==> src/pkg/mac_pkg.sv <==
// mac_pkg: constants, fields and carrier types of the multiply block
// assumes a 24-bit instruction word, 16-bit working registers, 40-bit accumulators
`default_nettype none

package mac_pkg;

    // datapath widths
    localparam int INSTR_W = 24;
    localparam int WORD_W = 16;
    localparam int ACC_W = 40;
    localparam int PROD_W = 32;

    // two-register multiply opcode: 1100 0mmm A0xx yyii iijj jj11
    localparam logic [4:0] MUL_PREFIX = 5'h18;
    localparam int MUL_PREFIX_LSB = 19;
    localparam int MUL_PAIR_LSB = 16;
    localparam logic [1:0] MUL_SUFFIX = 2'h3;
    // square opcode: 1111 00mm A0xx yyii iijj jj01
    localparam logic [5:0] SQR_PREFIX = 6'h3c;
    localparam int SQR_PREFIX_LSB = 18;
    localparam int SQR_REG_LSB = 16;
    localparam logic [1:0] SQR_SUFFIX = 2'h1;
    // fields common to both forms
    localparam int ACC_SEL_BIT = 15;
    localparam int ZERO_BIT = 14;
    localparam int XD_LSB = 12;
    localparam int YD_LSB = 10;
    localparam int XOP_LSB = 6;
    localparam int YOP_LSB = 2;

    // prefetch operation codes of the i and j fields
    localparam logic [3:0] PF_NONE = 4'h4;
    localparam logic [3:0] PF_REG_OFFSET = 4'hc;

    // register numbers of the working register file
    localparam logic [3:0] WREG_BASE = 4'h4;
    localparam logic [3:0] XPTR_BASE = 4'h8;
    localparam logic [3:0] YPTR_BASE = 4'ha;

    // core_control_register fields
    localparam int CTRL_INT_MODE_BIT = 0;
    localparam int CTRL_SIGN_LSB = 12;
    localparam logic [15:0] CTRL_RESET = 16'h0000;
    localparam logic [15:0] CTRL_MASK_NEW = 16'h3001;
    localparam logic [15:0] CTRL_MASK_OLD = 16'h1001;

    // sign_mode_field encodings
    typedef enum logic [1:0] {
        SIGN_SIGNED = 2'b00,
        SIGN_UNSIGNED = 2'b01,
        SIGN_MIXED = 2'b10,
        SIGN_RESERVED = 2'b11
    } sign_mode_t;

    // result flag positions in the flag status register
    localparam int FLAG_OA = 0;
    localparam int FLAG_OB = 1;
    localparam int FLAG_OAB = 2;
    localparam int FLAG_SA = 3;
    localparam int FLAG_SB = 4;
    localparam int FLAG_SAB = 5;
    localparam int FLAG_W = 6;

    // interrupt event positions
    localparam int EV_OVF_A = 0;
    localparam int EV_OVF_B = 1;
    localparam int EV_SAT_A = 2;
    localparam int EV_SAT_B = 3;
    localparam int EV_ILLEGAL = 4;
    localparam int EV_W = 5;

    // apb register byte offsets
    localparam int APB_AW = 8;
    localparam logic [7:0] ADDR_CTRL = 8'h00;
    localparam logic [7:0] ADDR_FLAGS = 8'h04;
    localparam logic [7:0] ADDR_IRQ_STATUS = 8'h08;
    localparam logic [7:0] ADDR_IRQ_MASK = 8'h0c;
    localparam logic [7:0] ADDR_ACCUMULATOR_A_LO = 8'h10;
    localparam logic [7:0] ADDR_ACCUMULATOR_A_HI = 8'h14;
    localparam logic [7:0] ADDR_ACCUMULATOR_B_LO = 8'h18;
    localparam logic [7:0] ADDR_ACCUMULATOR_B_HI = 8'h1c;

    // decoded prefetch operation
    typedef struct packed {
        logic en;
        logic ptr_hi;
        logic offset;
        logic signed [3:0] modifier;
    } prefetch_op_t;

    // read view of working registers 4 to 12
    typedef struct packed {
        logic [15:0] w12;
        logic [15:0] w11;
        logic [15:0] w10;
        logic [15:0] w9;
        logic [15:0] w8;
        logic [15:0] w7;
        logic [15:0] w6;
        logic [15:0] w5;
        logic [15:0] w4;
    } wreg_bank_t;

    // one write request into the working register file
    typedef struct packed {
        logic we;
        logic [3:0] idx;
        logic [15:0] data;
    } reg_write_t;

endpackage

`default_nettype wire

==> src/hdl/mac_product_unit.sv <==
// mac_product_unit: 16 x 16 multiplier giving a 40-bit product
// assumes operands already chosen; purely combinational
`default_nettype none

module mac_product_unit (
    input wire logic [15:0] first_multiplicand_in,
    input wire logic [15:0] second_multiplicand_in,
    input wire mac_pkg::sign_mode_t sign_mode_in,
    input wire logic frac_mode_in,
    output logic [39:0] product_out,
    output logic frac_sat_out
);

    logic first_signed;
    logic second_signed;
    logic signed [16:0] first_ext;
    logic signed [16:0] second_ext;
    logic signed [33:0] raw_product;
    logic signed [33:0] aligned_product;

    // operand signedness from the sign mode
    always_comb begin
        unique case (sign_mode_in)
            mac_pkg::SIGN_UNSIGNED: begin
                first_signed = 1'b0;
                second_signed = 1'b0;
            end
            mac_pkg::SIGN_MIXED: begin
                first_signed = 1'b1;
                second_signed = 1'b0;
            end
            default: begin
                first_signed = 1'b1;
                second_signed = 1'b1;
            end
        endcase
    end

    // extend, multiply, align and widen to accumulator size
    assign first_ext = {first_signed & first_multiplicand_in[15], first_multiplicand_in};
    assign second_ext = {second_signed & second_multiplicand_in[15], second_multiplicand_in};
    assign raw_product = first_ext * second_ext;
    assign aligned_product = frac_mode_in ? (raw_product <<< 1) : raw_product;
    assign product_out = {{6{aligned_product[33]}}, aligned_product};

    // minus one times minus one cannot be held as a 1.31 value
    assign frac_sat_out = frac_mode_in & first_signed & second_signed
        & (first_multiplicand_in == 16'h8000) & (second_multiplicand_in == 16'h8000);

endmodule

`default_nettype wire

==> src/hdl/mac_multiply_to_accumulator.sv <==
// mac_multiply_to_accumulator: execution of the multiply and square to
// accumulator instructions with parallel x and y operand prefetch.
// assumes one instruction per clock with its register read view,
// and data memory that answers in the next clock.
//
// Functional notes
// - Multiply: prefix 11000, zero bit 14, suffix 11.
// - Square: prefix 111100, zero bit 14, suffix 01.
// - Pair codes pick 4x5, 4x6, 4x7, 5x6, 5x7, 6x7.
// - Square multiplies one of registers 4 to 7 by itself.
// - The product, extended to 40 bits, replaces the accumulator.
// - The A bit picks accumulator a or b.
// - Control bit 0 set means integer, clear fractional.
// - Sign mode at 13:12, or bit 12 alone on older variants.
// - Each result updates overflow and saturate flags.
// - X prefetch reads via pointer 8 or 9, then adds -6..6.
// - Y prefetch reads via pointer 10 or 11, then adds -6..6.
// - Read at the old address, then write the new pointer.
// - Offset mode reads pointer 9 or 11 plus register 12, no writeback.
// - Fields x, y give destinations; i, j give operations.
// - The square is one word, one instruction per clock.
//
// Chosen here: the placing of the registers and register access over APB.
`default_nettype none

module mac_multiply_to_accumulator #(
    parameter bit NEW_SIGN_MODE = 1'b1
) (
    input wire logic sys_clk_in,
    input wire logic reset_n_in,
    // apb slave
    input wire logic [7:0] paddr_in,
    input wire logic psel_in,
    input wire logic penable_in,
    input wire logic pwrite_in,
    input wire logic [31:0] pwdata_in,
    output logic [31:0] prdata_out,
    output logic pready_out,
    output logic pslverr_out,
    // instruction issue from the decoder
    input wire logic instr_valid_in,
    input wire logic [23:0] instr_word_in,
    input wire mac_pkg::wreg_bank_t wreg_in,
    // data memory read ports
    output logic mem_x_rd_out,
    output logic [15:0] mem_x_addr_out,
    input wire logic [15:0] mem_x_data_in,
    output logic mem_y_rd_out,
    output logic [15:0] mem_y_addr_out,
    input wire logic [15:0] mem_y_data_in,
    // register file write ports
    output mac_pkg::reg_write_t x_dest_wr_out,
    output mac_pkg::reg_write_t y_dest_wr_out,
    output mac_pkg::reg_write_t x_ptr_wr_out,
    output mac_pkg::reg_write_t y_ptr_wr_out,
    // results and status
    output logic [39:0] accumulator_a_out,
    output logic [39:0] accumulator_b_out,
    output logic [5:0] flags_out,
    output logic instr_done_out,
    output logic irq_out
);

    // decode of one i or j field into pointer choice and modifier
    function automatic mac_pkg::prefetch_op_t decode_prefetch(input logic [3:0] code);
        mac_pkg::prefetch_op_t op;
        op.en = (code != mac_pkg::PF_NONE);
        op.ptr_hi = code[3];
        op.offset = (code == mac_pkg::PF_REG_OFFSET);
        // 0..3 add 0,2,4,6; 5..7 add -6,-4,-2
        op.modifier = $signed({code[2], code[1:0], 1'b0});
        if (op.offset) begin
            op.modifier = 4'sd0;
        end
        return op;
    endfunction

    // read one of working registers 4 to 7
    function automatic logic [15:0] pick_wreg(input logic [1:0] idx, input mac_pkg::wreg_bank_t bank);
        logic [15:0] val;
        unique case (idx)
            2'd0: val = bank.w4;
            2'd1: val = bank.w5;
            2'd2: val = bank.w6;
            2'd3: val = bank.w7;
        endcase
        return val;
    endfunction

    // pointer value plus sign-extended modifier
    function automatic logic [15:0] add_modifier(input logic [15:0] ptr, input logic signed [3:0] modv);
        return ptr + {{12{modv[3]}}, modv};
    endfunction

    logic [15:0] ctrl_q;
    logic [4:0] irq_status_q;
    logic [4:0] irq_mask_q;
    logic [39:0] acc_a_q;
    logic [39:0] acc_b_q;
    logic oa_q, ob_q, sa_q, sb_q;

    // instruction decode
    logic is_mul, is_sqr, pair_ok, accepted, illegal;
    logic [1:0] first_idx, second_idx;
    logic acc_sel;
    mac_pkg::prefetch_op_t x_op, y_op;

    // pair field to register numbers; codes 3 and 7 are not pairs
    always_comb begin
        pair_ok = 1'b1;
        first_idx = 2'd0;
        second_idx = 2'd1;
        if (is_sqr) begin
            first_idx = instr_word_in[mac_pkg::SQR_REG_LSB +: 2];
            second_idx = instr_word_in[mac_pkg::SQR_REG_LSB +: 2];
        end else begin
            unique case (instr_word_in[mac_pkg::MUL_PAIR_LSB +: 3])
                3'd0: begin first_idx = 2'd0; second_idx = 2'd1; end
                3'd1: begin first_idx = 2'd0; second_idx = 2'd2; end
                3'd2: begin first_idx = 2'd0; second_idx = 2'd3; end
                3'd4: begin first_idx = 2'd1; second_idx = 2'd2; end
                3'd5: begin first_idx = 2'd1; second_idx = 2'd3; end
                3'd6: begin first_idx = 2'd2; second_idx = 2'd3; end
                default: pair_ok = 1'b0;
            endcase
        end
    end

    // opcode recognition
    assign is_mul = (instr_word_in[mac_pkg::MUL_PREFIX_LSB +: 5] == mac_pkg::MUL_PREFIX)
        & ~instr_word_in[mac_pkg::ZERO_BIT] & (instr_word_in[1:0] == mac_pkg::MUL_SUFFIX);
    assign is_sqr = (instr_word_in[mac_pkg::SQR_PREFIX_LSB +: 6] == mac_pkg::SQR_PREFIX)
        & ~instr_word_in[mac_pkg::ZERO_BIT] & (instr_word_in[1:0] == mac_pkg::SQR_SUFFIX);
    assign accepted = instr_valid_in & ((is_mul & pair_ok) | is_sqr);
    assign illegal = instr_valid_in & ~accepted;
    assign acc_sel = instr_word_in[mac_pkg::ACC_SEL_BIT];
    assign x_op = decode_prefetch(instr_word_in[mac_pkg::XOP_LSB +: 4]);
    assign y_op = decode_prefetch(instr_word_in[mac_pkg::YOP_LSB +: 4]);

    // multiply
    mac_pkg::sign_mode_t sign_mode;
    logic frac_mode, frac_sat;
    logic [39:0] product;
    logic prod_ovf;

    // older variants have a single sign bit and no mixed mode
    always_comb begin
        if (NEW_SIGN_MODE) begin
            sign_mode = mac_pkg::sign_mode_t'(ctrl_q[mac_pkg::CTRL_SIGN_LSB +: 2]);
        end else begin
            sign_mode = mac_pkg::sign_mode_t'({1'b0, ctrl_q[mac_pkg::CTRL_SIGN_LSB]});
        end
    end
    assign frac_mode = ~ctrl_q[mac_pkg::CTRL_INT_MODE_BIT];

    // operands from the read view, before prefetch writes
    mac_product_unit u_product (
        .first_multiplicand_in(pick_wreg(first_idx, wreg_in)),
        .second_multiplicand_in(pick_wreg(second_idx, wreg_in)),
        .sign_mode_in(sign_mode),
        .frac_mode_in(frac_mode),
        .product_out(product),
        .frac_sat_out(frac_sat)
    );

    // overflow into the guard bits: bits 39..31 not all equal
    assign prod_ovf = ~((&product[39:31]) | ~(|product[39:31]));

    // prefetch address generation
    logic [15:0] x_ptr, y_ptr, x_addr, y_addr;
    assign x_ptr = x_op.ptr_hi ? wreg_in.w9 : wreg_in.w8;
    assign y_ptr = y_op.ptr_hi ? wreg_in.w11 : wreg_in.w10;
    assign x_addr = x_op.offset ? wreg_in.w9 + wreg_in.w12 : x_ptr;
    assign y_addr = y_op.offset ? wreg_in.w11 + wreg_in.w12 : y_ptr;

    // apb decode
    logic apb_setup, apb_write;
    logic addr_mapped;
    logic [31:0] read_mux;
    logic [15:0] ctrl_mask;
    assign apb_setup = psel_in & ~penable_in;
    assign apb_write = psel_in & penable_in & pready_out & pwrite_in & ~pslverr_out;
    assign ctrl_mask = NEW_SIGN_MODE ? mac_pkg::CTRL_MASK_NEW : mac_pkg::CTRL_MASK_OLD;

    // read data and address map
    always_comb begin
        addr_mapped = 1'b1;
        read_mux = 32'h0000_0000;
        unique case (paddr_in)
            mac_pkg::ADDR_CTRL: read_mux = {16'h0000, ctrl_q};
            mac_pkg::ADDR_FLAGS: read_mux = {26'h000_0000, flags_out};
            mac_pkg::ADDR_IRQ_STATUS: read_mux = {27'h000_0000, irq_status_q};
            mac_pkg::ADDR_IRQ_MASK: read_mux = {27'h000_0000, irq_mask_q};
            mac_pkg::ADDR_ACCUMULATOR_A_LO: read_mux = acc_a_q[31:0];
            mac_pkg::ADDR_ACCUMULATOR_A_HI: read_mux = {{24{acc_a_q[39]}}, acc_a_q[39:32]};
            mac_pkg::ADDR_ACCUMULATOR_B_LO: read_mux = acc_b_q[31:0];
            mac_pkg::ADDR_ACCUMULATOR_B_HI: read_mux = {{24{acc_b_q[39]}}, acc_b_q[39:32]};
            default: addr_mapped = 1'b0;
        endcase
    end

    // answer in the access phase right after setup
    always_ff @(posedge sys_clk_in or negedge reset_n_in) begin
        if (!reset_n_in) begin
            pready_out <= 1'b0;
            pslverr_out <= 1'b0;
            prdata_out <= 32'h0000_0000;
        end else begin
            pready_out <= apb_setup;
            pslverr_out <= apb_setup & ~addr_mapped;
            if (apb_setup) begin
                prdata_out <= pwrite_in ? 32'h0000_0000 : read_mux;
            end
        end
    end

    // core control and interrupt mask registers
    always_ff @(posedge sys_clk_in or negedge reset_n_in) begin
        if (!reset_n_in) begin
            ctrl_q <= mac_pkg::CTRL_RESET;
            irq_mask_q <= 5'h00;
        end else if (apb_write) begin
            if (paddr_in == mac_pkg::ADDR_CTRL) begin
                ctrl_q <= pwdata_in[15:0] & ctrl_mask;
            end
            if (paddr_in == mac_pkg::ADDR_IRQ_MASK) begin
                irq_mask_q <= pwdata_in[4:0];
            end
        end
    end

    // accumulators and result flags
    assign accumulator_a_out = acc_a_q;
    assign accumulator_b_out = acc_b_q;
    logic [31:0] clr_flags, clr_irq;
    logic ev_ovf_a, ev_ovf_b, ev_sat_a, ev_sat_b;
    logic oa_d, ob_d, sa_d, sb_d;
    assign clr_flags = (apb_write && paddr_in == mac_pkg::ADDR_FLAGS) ? pwdata_in : 32'h0000_0000;
    assign clr_irq = (apb_write && paddr_in == mac_pkg::ADDR_IRQ_STATUS) ? pwdata_in : 32'h0000_0000;
    assign ev_ovf_a = accepted & ~acc_sel & prod_ovf;
    assign ev_ovf_b = accepted & acc_sel & prod_ovf;
    assign ev_sat_a = accepted & ~acc_sel & frac_sat;
    assign ev_sat_b = accepted & acc_sel & frac_sat;

    // overflow follows the latest result; saturate is sticky, set beats clear
    always_comb begin
        oa_d = (accepted & ~acc_sel) ? prod_ovf : oa_q;
        ob_d = (accepted & acc_sel) ? prod_ovf : ob_q;
        sa_d = (sa_q & ~clr_flags[mac_pkg::FLAG_SA]) | ev_sat_a;
        sb_d = (sb_q & ~clr_flags[mac_pkg::FLAG_SB]) | ev_sat_b;
    end

    // accumulator replace, no add of the old value
    always_ff @(posedge sys_clk_in or negedge reset_n_in) begin
        if (!reset_n_in) begin
            acc_a_q <= 40'h00_0000_0000;
            acc_b_q <= 40'h00_0000_0000;
        end else if (accepted) begin
            if (acc_sel) begin
                acc_b_q <= product;
            end else begin
                acc_a_q <= product;
            end
        end
    end

    // flag registers and their output copy
    always_ff @(posedge sys_clk_in or negedge reset_n_in) begin
        if (!reset_n_in) begin
            oa_q <= 1'b0;
            ob_q <= 1'b0;
            sa_q <= 1'b0;
            sb_q <= 1'b0;
            flags_out <= 6'h00;
        end else begin
            oa_q <= oa_d;
            ob_q <= ob_d;
            sa_q <= sa_d;
            sb_q <= sb_d;
            flags_out <= {sa_d | sb_d, sb_d, sa_d, oa_d | ob_d, ob_d, oa_d};
        end
    end

    // sticky interrupt status, write one to clear, set wins
    always_ff @(posedge sys_clk_in or negedge reset_n_in) begin
        if (!reset_n_in) begin
            irq_status_q <= 5'h00;
            irq_out <= 1'b0;
        end else begin
            irq_status_q <= (irq_status_q & ~clr_irq[4:0]) | {illegal, ev_sat_b, ev_sat_a, ev_ovf_b, ev_ovf_a};
            irq_out <= |(((irq_status_q & ~clr_irq[4:0]) | {illegal, ev_sat_b, ev_sat_a, ev_ovf_b, ev_ovf_a})
                & irq_mask_q);
        end
    end

    // prefetch pipeline
    logic s1_valid;
    logic s1_x_en, s1_y_en, s1_x_wb, s1_y_wb;
    logic [1:0] s1_x_dest, s1_y_dest;
    logic s1_x_ptr_hi, s1_y_ptr_hi;
    logic [15:0] s1_x_ptr_new, s1_y_ptr_new;

    // stage one: read at the unmodified pointer
    always_ff @(posedge sys_clk_in or negedge reset_n_in) begin
        if (!reset_n_in) begin
            s1_valid <= 1'b0;
            mem_x_rd_out <= 1'b0;
            mem_y_rd_out <= 1'b0;
            mem_x_addr_out <= 16'h0000;
            mem_y_addr_out <= 16'h0000;
            s1_x_en <= 1'b0;
            s1_y_en <= 1'b0;
            s1_x_wb <= 1'b0;
            s1_y_wb <= 1'b0;
            s1_x_dest <= 2'd0;
            s1_y_dest <= 2'd0;
            s1_x_ptr_hi <= 1'b0;
            s1_y_ptr_hi <= 1'b0;
            s1_x_ptr_new <= 16'h0000;
            s1_y_ptr_new <= 16'h0000;
        end else begin
            s1_valid <= accepted;
            mem_x_rd_out <= accepted & x_op.en;
            mem_y_rd_out <= accepted & y_op.en;
            mem_x_addr_out <= x_addr;
            mem_y_addr_out <= y_addr;
            s1_x_en <= accepted & x_op.en;
            s1_y_en <= accepted & y_op.en;
            s1_x_wb <= accepted & x_op.en & ~x_op.offset & (x_op.modifier != 4'sd0);
            s1_y_wb <= accepted & y_op.en & ~y_op.offset & (y_op.modifier != 4'sd0);
            s1_x_dest <= instr_word_in[mac_pkg::XD_LSB +: 2];
            s1_y_dest <= instr_word_in[mac_pkg::YD_LSB +: 2];
            s1_x_ptr_hi <= x_op.ptr_hi;
            s1_y_ptr_hi <= y_op.ptr_hi;
            s1_x_ptr_new <= add_modifier(x_ptr, x_op.modifier);
            s1_y_ptr_new <= add_modifier(y_ptr, y_op.modifier);
        end
    end

    // stage two: loaded words and new pointers
    always_ff @(posedge sys_clk_in or negedge reset_n_in) begin
        if (!reset_n_in) begin
            x_dest_wr_out <= '0;
            y_dest_wr_out <= '0;
            x_ptr_wr_out <= '0;
            y_ptr_wr_out <= '0;
            instr_done_out <= 1'b0;
        end else begin
            x_dest_wr_out <= '{we: s1_x_en, idx: mac_pkg::WREG_BASE + {2'b00, s1_x_dest}, data: mem_x_data_in};
            y_dest_wr_out <= '{we: s1_y_en, idx: mac_pkg::WREG_BASE + {2'b00, s1_y_dest}, data: mem_y_data_in};
            x_ptr_wr_out <= '{we: s1_x_wb, idx: mac_pkg::XPTR_BASE + {3'b000, s1_x_ptr_hi},
                data: s1_x_ptr_new};
            y_ptr_wr_out <= '{we: s1_y_wb, idx: mac_pkg::YPTR_BASE + {3'b000, s1_y_ptr_hi},
                data: s1_y_ptr_new};
            instr_done_out <= s1_valid;
        end
    end

endmodule

`default_nettype wire

==> config.mk <==
export PLATFORM = sky130hd
export DESIGN_NAME = mac_multiply_to_accumulator
export DESIGN_NICKNAME = d
export VERILOG_FILES = /design/src/pkg/mac_pkg.sv /design/src/hdl/mac_product_unit.sv /design/src/hdl/mac_multiply_to_accumulator.sv
export SDC_FILE = /design/constraint.sdc
export NUM_CORES = 1
export LEC_CHECK = 0
export BUFFER_PORTS_ARGS = -buffer_cell sky130_fd_sc_hd__clkbuf_2
export CORE_MARGIN = 3
export CORE_UTILIZATION = 30
export CTS_CLUSTER_DIAMETER = 80
export CTS_CLUSTER_SIZE = 14
export DETAILED_ROUTE_END_ITERATION = 7
export GPL_TIMING_DRIVEN = 0
export PLACE_DENSITY = 0.56
export SLEW_MARGIN = 25
export SYNTH_ARGS = -nofsm -noshare
export SYNTH_HDL_FRONTEND = slang
export SYNTH_SLANG_ARGS = --single-unit
==> constraint.sdc <==
create_clock -name sys_clk_in -period 6.85 [get_ports sys_clk_in]
set_input_delay 0.685 -clock sys_clk_in [delete_from_list [all_inputs] [get_ports sys_clk_in]]
set_output_delay 0.685 -clock sys_clk_in [all_outputs]
set_load 0.01 [all_outputs]
Word-level counts from Yosys, hierarchy flattened
Index checks and enable logic that the tools add are counted.

word-level totals
  flip-flop bits (word level) = 286
  latch bits = 0
  bits in writable memories = 0
  memory bits (read-only) = 0
  input bits = 246
  output and inout bits = 240
  word-level logic and storage cells = 180
  memories = 0

cells by class
  $add $sub $neg = 8
  multipliers = 1
  div/mod/pow operators = 0
  $lt $le $gt $ge = 0
  equal/unequal tests = 30
  shift operators = 0
  muxes and demuxes = 24
  bitwise gates (word level) = 56
  reductions and logical operators = 21

operators with widths
  operator              count
  $pmux 32 s8           1
  $pmux 16 s4           2
  $add 16x16->16        4
  $mux 16               4
  $mul 17x17->34        1
  $mux 34               1
  $and 1x1->1           33
  $eq 16x16->1 const B  2
  $eq 8x5->1 const B    4
  $mux 32               1
  $eq 8x4->1 const B    2
  $not 1->1             13
  $eq 2x2->1 const B    6
  $and 5x5->5           2
  $mux 5                2
  $eq 3x3->1 const B    3
  $add 3x2->4 const A   2
  $add 4x1->4 const A   2
  $eq 2x1->1 const B    4
  $eq 4x4->1 const B    2
  $eq 8x3->1 const B    1
  $logic_not 8->1       1
  $mux 4                2
  $ne 4x3->1 const B    2
  other kinds (21)      43

Longest topological paths before layout
  word-level depth = 17
  depth in mapped cells = 34
  depth with buffers taken out = 31

By module
A second synthesis with hierarchy kept.

second synthesis, totals
  cells, all modules = 2,640
  area total of the unflattened synthesis = 25,289.3 um^2

by module, submodules not included
  module                       instances  cells an instance  area an instance (um^2)  seq. area each (um^2)
  mac_multiply_to_accumulator  1          1,329              13,748.2                 7,131.8
  mac_product_unit             1          1,311              11,541.1                 0.0

Worst setup path before layout
OpenSTA, ideal clock, no wires.

  path kind = in2reg
  start = input instr_word_in[14]
  end = register flags_out[2]
  library setup time = 0.066 ns
  arrival = 8.556 ns
  data required time = 6.784 ns
  setup slack = -1.772 ns
  stages on the path = 27
  path buffers = 1
  cell sequence = nand4bb_2 > o41a_1 > buf_2 > o32a_1 > o21ai_1 > nor2_1 > nand2_1 > inv_1 > fa_1 > inv_1 > fa_1 > inv_1 > fa_1 > fa_1 > fa_1 > fa_1 > ha_1 > a21oi_1 > o21ai_0 > or3_1 > o2111ai_1 > a21oi_1 > or4_4 > and4_4 > nor3_2 > a2bb2oi_1 > o32a_1

between the ends
  cells in the longest elaborated chain, start to end = 15
  elaborated cells between the ends (all ways) = 35
  those cells by class = 1 x mul; 6 x eq/ne; 8 x mux; 16 x bitwise; 4 x reduce/logical

RTL lines
  what                                      RTL line                                                                RTL
  from (decl)                               mac_multiply_to_accumulator.sv:42                                       input wire logic [23:0] instr_word_in,
  $not 1->1 (*)                             mac_multiply_to_accumulator.sv:131, mac_multiply_to_accumulator.sv:133
  $and 1x1->1 (2 in series)                 mac_multiply_to_accumulator.sv:133                                      & ~instr_word_in[mac_pkg::ZERO_BIT] & (instr_word_in[1:0] == mac_pkg::SQR_SUFFIX);
  $mux 2                                    mac_multiply_to_accumulator.sv:113                                      if (is_sqr) begin
  $eq 2x2->1, or another cell as far along  mac_multiply_to_accumulator.sv:81                                       unique case (idx)
  $pmux 16 s4                               mac_multiply_to_accumulator.sv:81
  $and 1x1->1, on equally long branches     mac_product_unit.sv:40, mac_product_unit.sv:41
  $mul 17x17->34                            mac_product_unit.sv:42                                                  assign raw_product = first_ext * second_ext;
  $mux 34                                   mac_product_unit.sv:43                                                  assign aligned_product = frac_mode_in ? (raw_product <<< 1) : raw_product;
  $reduce_or 3->1                           mac_multiply_to_accumulator.sv:167                                      assign prod_ovf = ~((&product[39:31]) | ~(|product[39:31]));
  $not 1->1                                 mac_multiply_to_accumulator.sv:167
  $or 1x1->1                                mac_multiply_to_accumulator.sv:167
  $not 1->1                                 mac_multiply_to_accumulator.sv:167
  $mux 1, on equally long branches          mac_multiply_to_accumulator.sv:247, mac_multiply_to_accumulator.sv:248
  $or 1x1->1 (*)                            mac_multiply_to_accumulator.sv:280                                      flags_out <= {sa_d | sb_d, sb_d, sa_d, oa_d | ob_d, ob_d, oa_d};
  to (signal assigned)                      mac_multiply_to_accumulator.sv:280
  to (decl)                                 mac_multiply_to_accumulator.sv:59                                       output logic [5:0] flags_out,

Mark *: on every way between the ends. The rest lies on a longest branch, timed or not.
A chain may end at the register's enable or synchronous reset.

Worst setup path after layout
  start = input instr_word_in[1]
  end = register flags_out[2]

between the ends
  cells in the longest elaborated chain, start to end = 14
  elaborated cells between the ends (all ways) = 34
  those cells by class = 1 x mul; 8 x eq/ne; 8 x mux; 13 x bitwise; 4 x reduce/logical

RTL lines
  what                                      RTL line
  $eq 2x1->1                                mac_multiply_to_accumulator.sv:133
  $and 1x1->1                               mac_multiply_to_accumulator.sv:133
  $mux 2                                    mac_multiply_to_accumulator.sv:113
  $eq 2x2->1, or another cell as far along  mac_multiply_to_accumulator.sv:81
  $pmux 16 s4                               mac_multiply_to_accumulator.sv:81
  $and 1x1->1, on equally long branches     mac_product_unit.sv:40, mac_product_unit.sv:41
  $mul 17x17->34                            mac_product_unit.sv:42
  $mux 34                                   mac_product_unit.sv:43
  $reduce_or 3->1                           mac_multiply_to_accumulator.sv:167
  $not 1->1                                 mac_multiply_to_accumulator.sv:167
  $or 1x1->1                                mac_multiply_to_accumulator.sv:167
  $not 1->1                                 mac_multiply_to_accumulator.sv:167
  $mux 1, on equally long branches          mac_multiply_to_accumulator.sv:247, mac_multiply_to_accumulator.sv:248
  $or 1x1->1 (*)                            mac_multiply_to_accumulator.sv:280

Marks and branches as above.

==> reports/qor.csv <==
stage;metric;value;unit
timing;Final Hold Fails;0;
worst_setup_path;reg2reg start;ctrl_q[12]$_DFFE_PN0P_;
logic_synthesis;register area share after synthesis;27.4;%
hold_path;hold crit path type;primary input to register;
finish;P&R area growth vs syn;29.4;%
timing;Tcrit/Tclk final;122;%
finish;share of cells above drive strength 1;31.6;%
cts;CTS tree;done;
timing;setup TNS;-35.73;ns
worst_setup_path;CP Data Required Time;7.32;ns
worst_setup_path;most frequent CP cell;fa_1;
logic_synthesis;Seq cells post-synth;273;
timing;Slew @ Worst Pin;1.11;ns
logic_synthesis;Synth area leader;dfrtp_1;
cts;Worst-Skew Late Latency;0.57;ns
logic_synthesis;dominant cells by area after synthesis;dfrtp_1 (27%), fa_1 (24%), ha_1 (7.2%), inv_1 (5.5%), nand2_1 (4.8%);
flow_run;Max-cap violations;0;
route;initial drt markers;1416;
global_route;gr usage total;20.4;%
route;Post-Route WL;90200;µm
worst_setup_path;kind of cell adding the most delay to the critical path;adder cells;
floorplan;DIE HEIGHT;294;µm
finish;# nets final;3937;
route;average routed wire per standard cell;20.9;µm
finish;fill cell count;8289;
placement;DP HPWL;72200;µm
worst_setup_path;Worst setup SP type;primary input;
worst_setup_path;R2R depth;26;
run_status;failing checks;negative setup slack;
timing;Max Clk Rate;119;MHz
route;antenna-violating nets left;0;
placement;input/output buffers;455;
route;DR pass1 iterations;7;
timing;pins over their slew limit;0;
floorplan;initial core utilization;30.4;%
worst_setup_path;Crit. End Element;register;
logic_synthesis;Post-Syn Area per Cell;9.53;µm²
worst_setup_path;worst reg2reg endpoint;flags_out[2]$_DFF_PN0_;
floorplan;I/O pins;486;
worst_setup_path;Worst R2R Setup Slack;-0.95;ns
floorplan;die area;86700;µm²
worst_setup_path;Crit path depth;29;
worst_setup_path;Crit path arrival time;8.85;ns
cts;clock sinks;273;
logic_synthesis;asr flop ratio synth;100;%
logic_synthesis;Warnings, synthesis;0;
cts;clock root buffer;clkbuf_16;
global_route;GR Overflow Total;0;
global_route;first-pass GRT wire length;136000;µm
worst_setup_path;crit path max fanout;10;
cts;H-Tree Depth;1;
floorplan;num rows;105;
logic_synthesis;distinct cell type count after synthesis;95;
logic_synthesis;Cell Area, Synth;25000;µm²
timing;Setup violations, final;46;
timing;Max transition margin;26.2;%
worst_setup_path;critical path's largest stage delay;0.60;ns
logic_synthesis;Synth top area share;27.4;%
floorplan;Core Area;82200;µm²
worst_setup_path;Setup crit end;flags_out[2]$_DFF_PN0_;
logic_synthesis;Post-synth EDFFs;0;
run_status;status;complete, but fails checks;
route;Via density;4.98;
global_route;vias in the first global route;22091;
global_route;initial antenna violation count;10;
timing;Post-Route Skew;0.0413;ns
worst_setup_path;critical path type;primary input to register;
cts;clock transition at the registers of the reported paths;0.08;ns
worst_setup_path;critical path's slowest cell;or4_4;
cts;total CTS buffers;23;
worst_setup_path;Critical path origin;instr_word_in[1];
global_route;largest net degree at the start of global routing;84;
logic_synthesis;Post-Syn Instances;2619;
cts;CTS max path bufs;3;
placement;Final Wtd Congestion;0.919;
timing;RSZ-0062 raised after global routing;yes;
worst_setup_path;Buf/Inv on CP;6;
route;Vias;21560;
timing;min setup slack post-route;-1.53;ns
floorplan;die width;294;µm
route;DRC;0;
logic_synthesis;ys flop type;dfrtp_1;
timing;Period minus WS final;8.38;ns
-- flip-flops by register name, summed over array words and instances (netlist names), 2 cells and up --
register and flops:
accumulator_a_out 34, accumulator_b_out 34, ctrl_q 3, flags_out 6
irq_mask_q 5, irq_status_q 5, mem_x_addr_out 16, mem_y_addr_out 16
prdata_out 32, s1_x_dest 2, s1_x_ptr_new 16, s1_y_dest 2
s1_y_ptr_new 16, x_dest_wr_out 19, x_ptr_wr_out 18, y_dest_wr_out 19
y_ptr_wr_out 19
-- synthesized netlist by cell type, types with 7 or more instances --
cell type and count:
clkbuf_1 80, a21boi_0 10, nand2_1 318, a21o_1 26, and3_1 10, a21oi_1 123
o211ai_1 7, nor2b_1 18, buf_2 11, nor3_1 24, nand2b_1 21, fa_1 300
and2_1 10, nor4_1 10, inv_1 367, o21ai_1 11, nand3_1 30, nor2_1 249
xor2_1 31, o21ai_0 127, o31ai_1 8, a221oi_1 30, mux2_2 61, mux2i_1 32
a22oi_1 10, or3_1 16, buf_4 28, o21a_1 16, ha_1 144, a31oi_1 12
dfrtp_1 273, xnor2_1 61
-- placed cells by master (no fill, tap or decap), types with 48 or more instances in the layout --
| master | netlist | final |
|---|---|---|
| dfrtp_1 | 273 | 273 |
| ha_1 | 144 | 123 |
| mux2_2 | 61 | 60 |
| inv_1 | 367 | 349 |
| buf_4 | 28 | 154 |
| nor2_1 | 249 | 230 |
| clkbuf_2 | 2 | 455 |
| o21ai_0 | 127 | 89 |
| clkbuf_1 | 80 | 48 |
| fa_1 | 300 | 286 |
| nand2_1 | 318 | 305 |
| a21oi_1 | 123 | 100 |
| xnor2_1 | 61 | 55 |
-- kinds of logic after synthesis --
group	count (synthesis)	synth area share (%)
flip-flops	273	27.4
buffers and inverters	498	8.06
XOR/XNOR	93	3.29
AND/OR/NAND/NOR	749	13.4
multiplexers	97	4.30
AO/OA/AOI/OAI	463	12.3
adder cells (fa/ha/maj)	444	31.3
other	2	0.0301
-- worst min path at each step --
stage                                    start                     endpoint  slack, ns  cells after the start
floorplan                   s1_valid$_DFF_PN0_     instr_done_out$_DFF_PN0_       0.33                      0
CTS                          mem_y_data_in[13]  y_dest_wr_out[13]$_DFF_PN0_       0.19                      1
global route                  mem_x_data_in[2]   x_dest_wr_out[2]$_DFF_PN0_       0.20                      1
detailed placement  s1_x_ptr_new[10]$_DFF_PN0_   x_ptr_wr_out[10]$_DFF_PN0_       0.33                      0
global placement             s1_x_wb$_DFF_PN0_   x_ptr_wr_out[20]$_DFF_PN0_       0.33                      0
finish                       mem_x_data_in[12]  x_dest_wr_out[12]$_DFF_PN0_       0.22                      1
-- what timing repair did --
| item | in CTS | in global routing |
|---|---|---|
| pin swaps | 64 | 73 |
| hold endpoints to repair | 29 | 0 |
| buffers inserted | 83 | 71 |
| endpoints found under the setup margin | 54 | 54 |
| hold buffers | 1 | 0 |
| resized for setup | 169 | 226 |
-- stage by stage --
stage	worst slack [ns]	std cells	util, %	instance area, µm²	hold WS [ns]
final	-1.53	4325	39.3	32300	0.216
after global routing	-1.78	4324	39.3	32300	0.203
after global placement	-3.04	4148	35.2	28900	0.331
after floorplan	-1.34	2623	-	25300	0.331
after detailed placement	-2.89	4153	35.3	29100	0.335
after CTS	-1.50	4258	37.7	31000	0.187
-- per-layer routing --
| metal | global-route usage (%) | part of all wire (%) |
|---|---|---|
| met5 | 0 | 0.0089 |
| met4 | 6.27 | 3.7 |
| met3 | 3.36 | 6.1 |
| met2 | 34.8 | 49 |
| met1 | 26.6 | 41 |
-- cell type report --
cell class                      count  area [µm²]  share of cell area, %
Inverter                          368        1400                   4.32
Tap cell                         1070        1340                   4.14
Sequential cell                   273        6830                   21.1
Buffer                            124         835                   2.58
Multi-Input combinational cell   1852       17600                   54.6
Antenna cell                        7        17.5                 0.0542
Clock buffer                       24         589                   1.82
Timing Repair Buffer              605        3630                   11.2
Clock inverter                      2        27.5                 0.0852
Power is left out: the tool's default activity adds up to more than one toggle a clock period on the data nets, which glitch-free logic cannot reach.
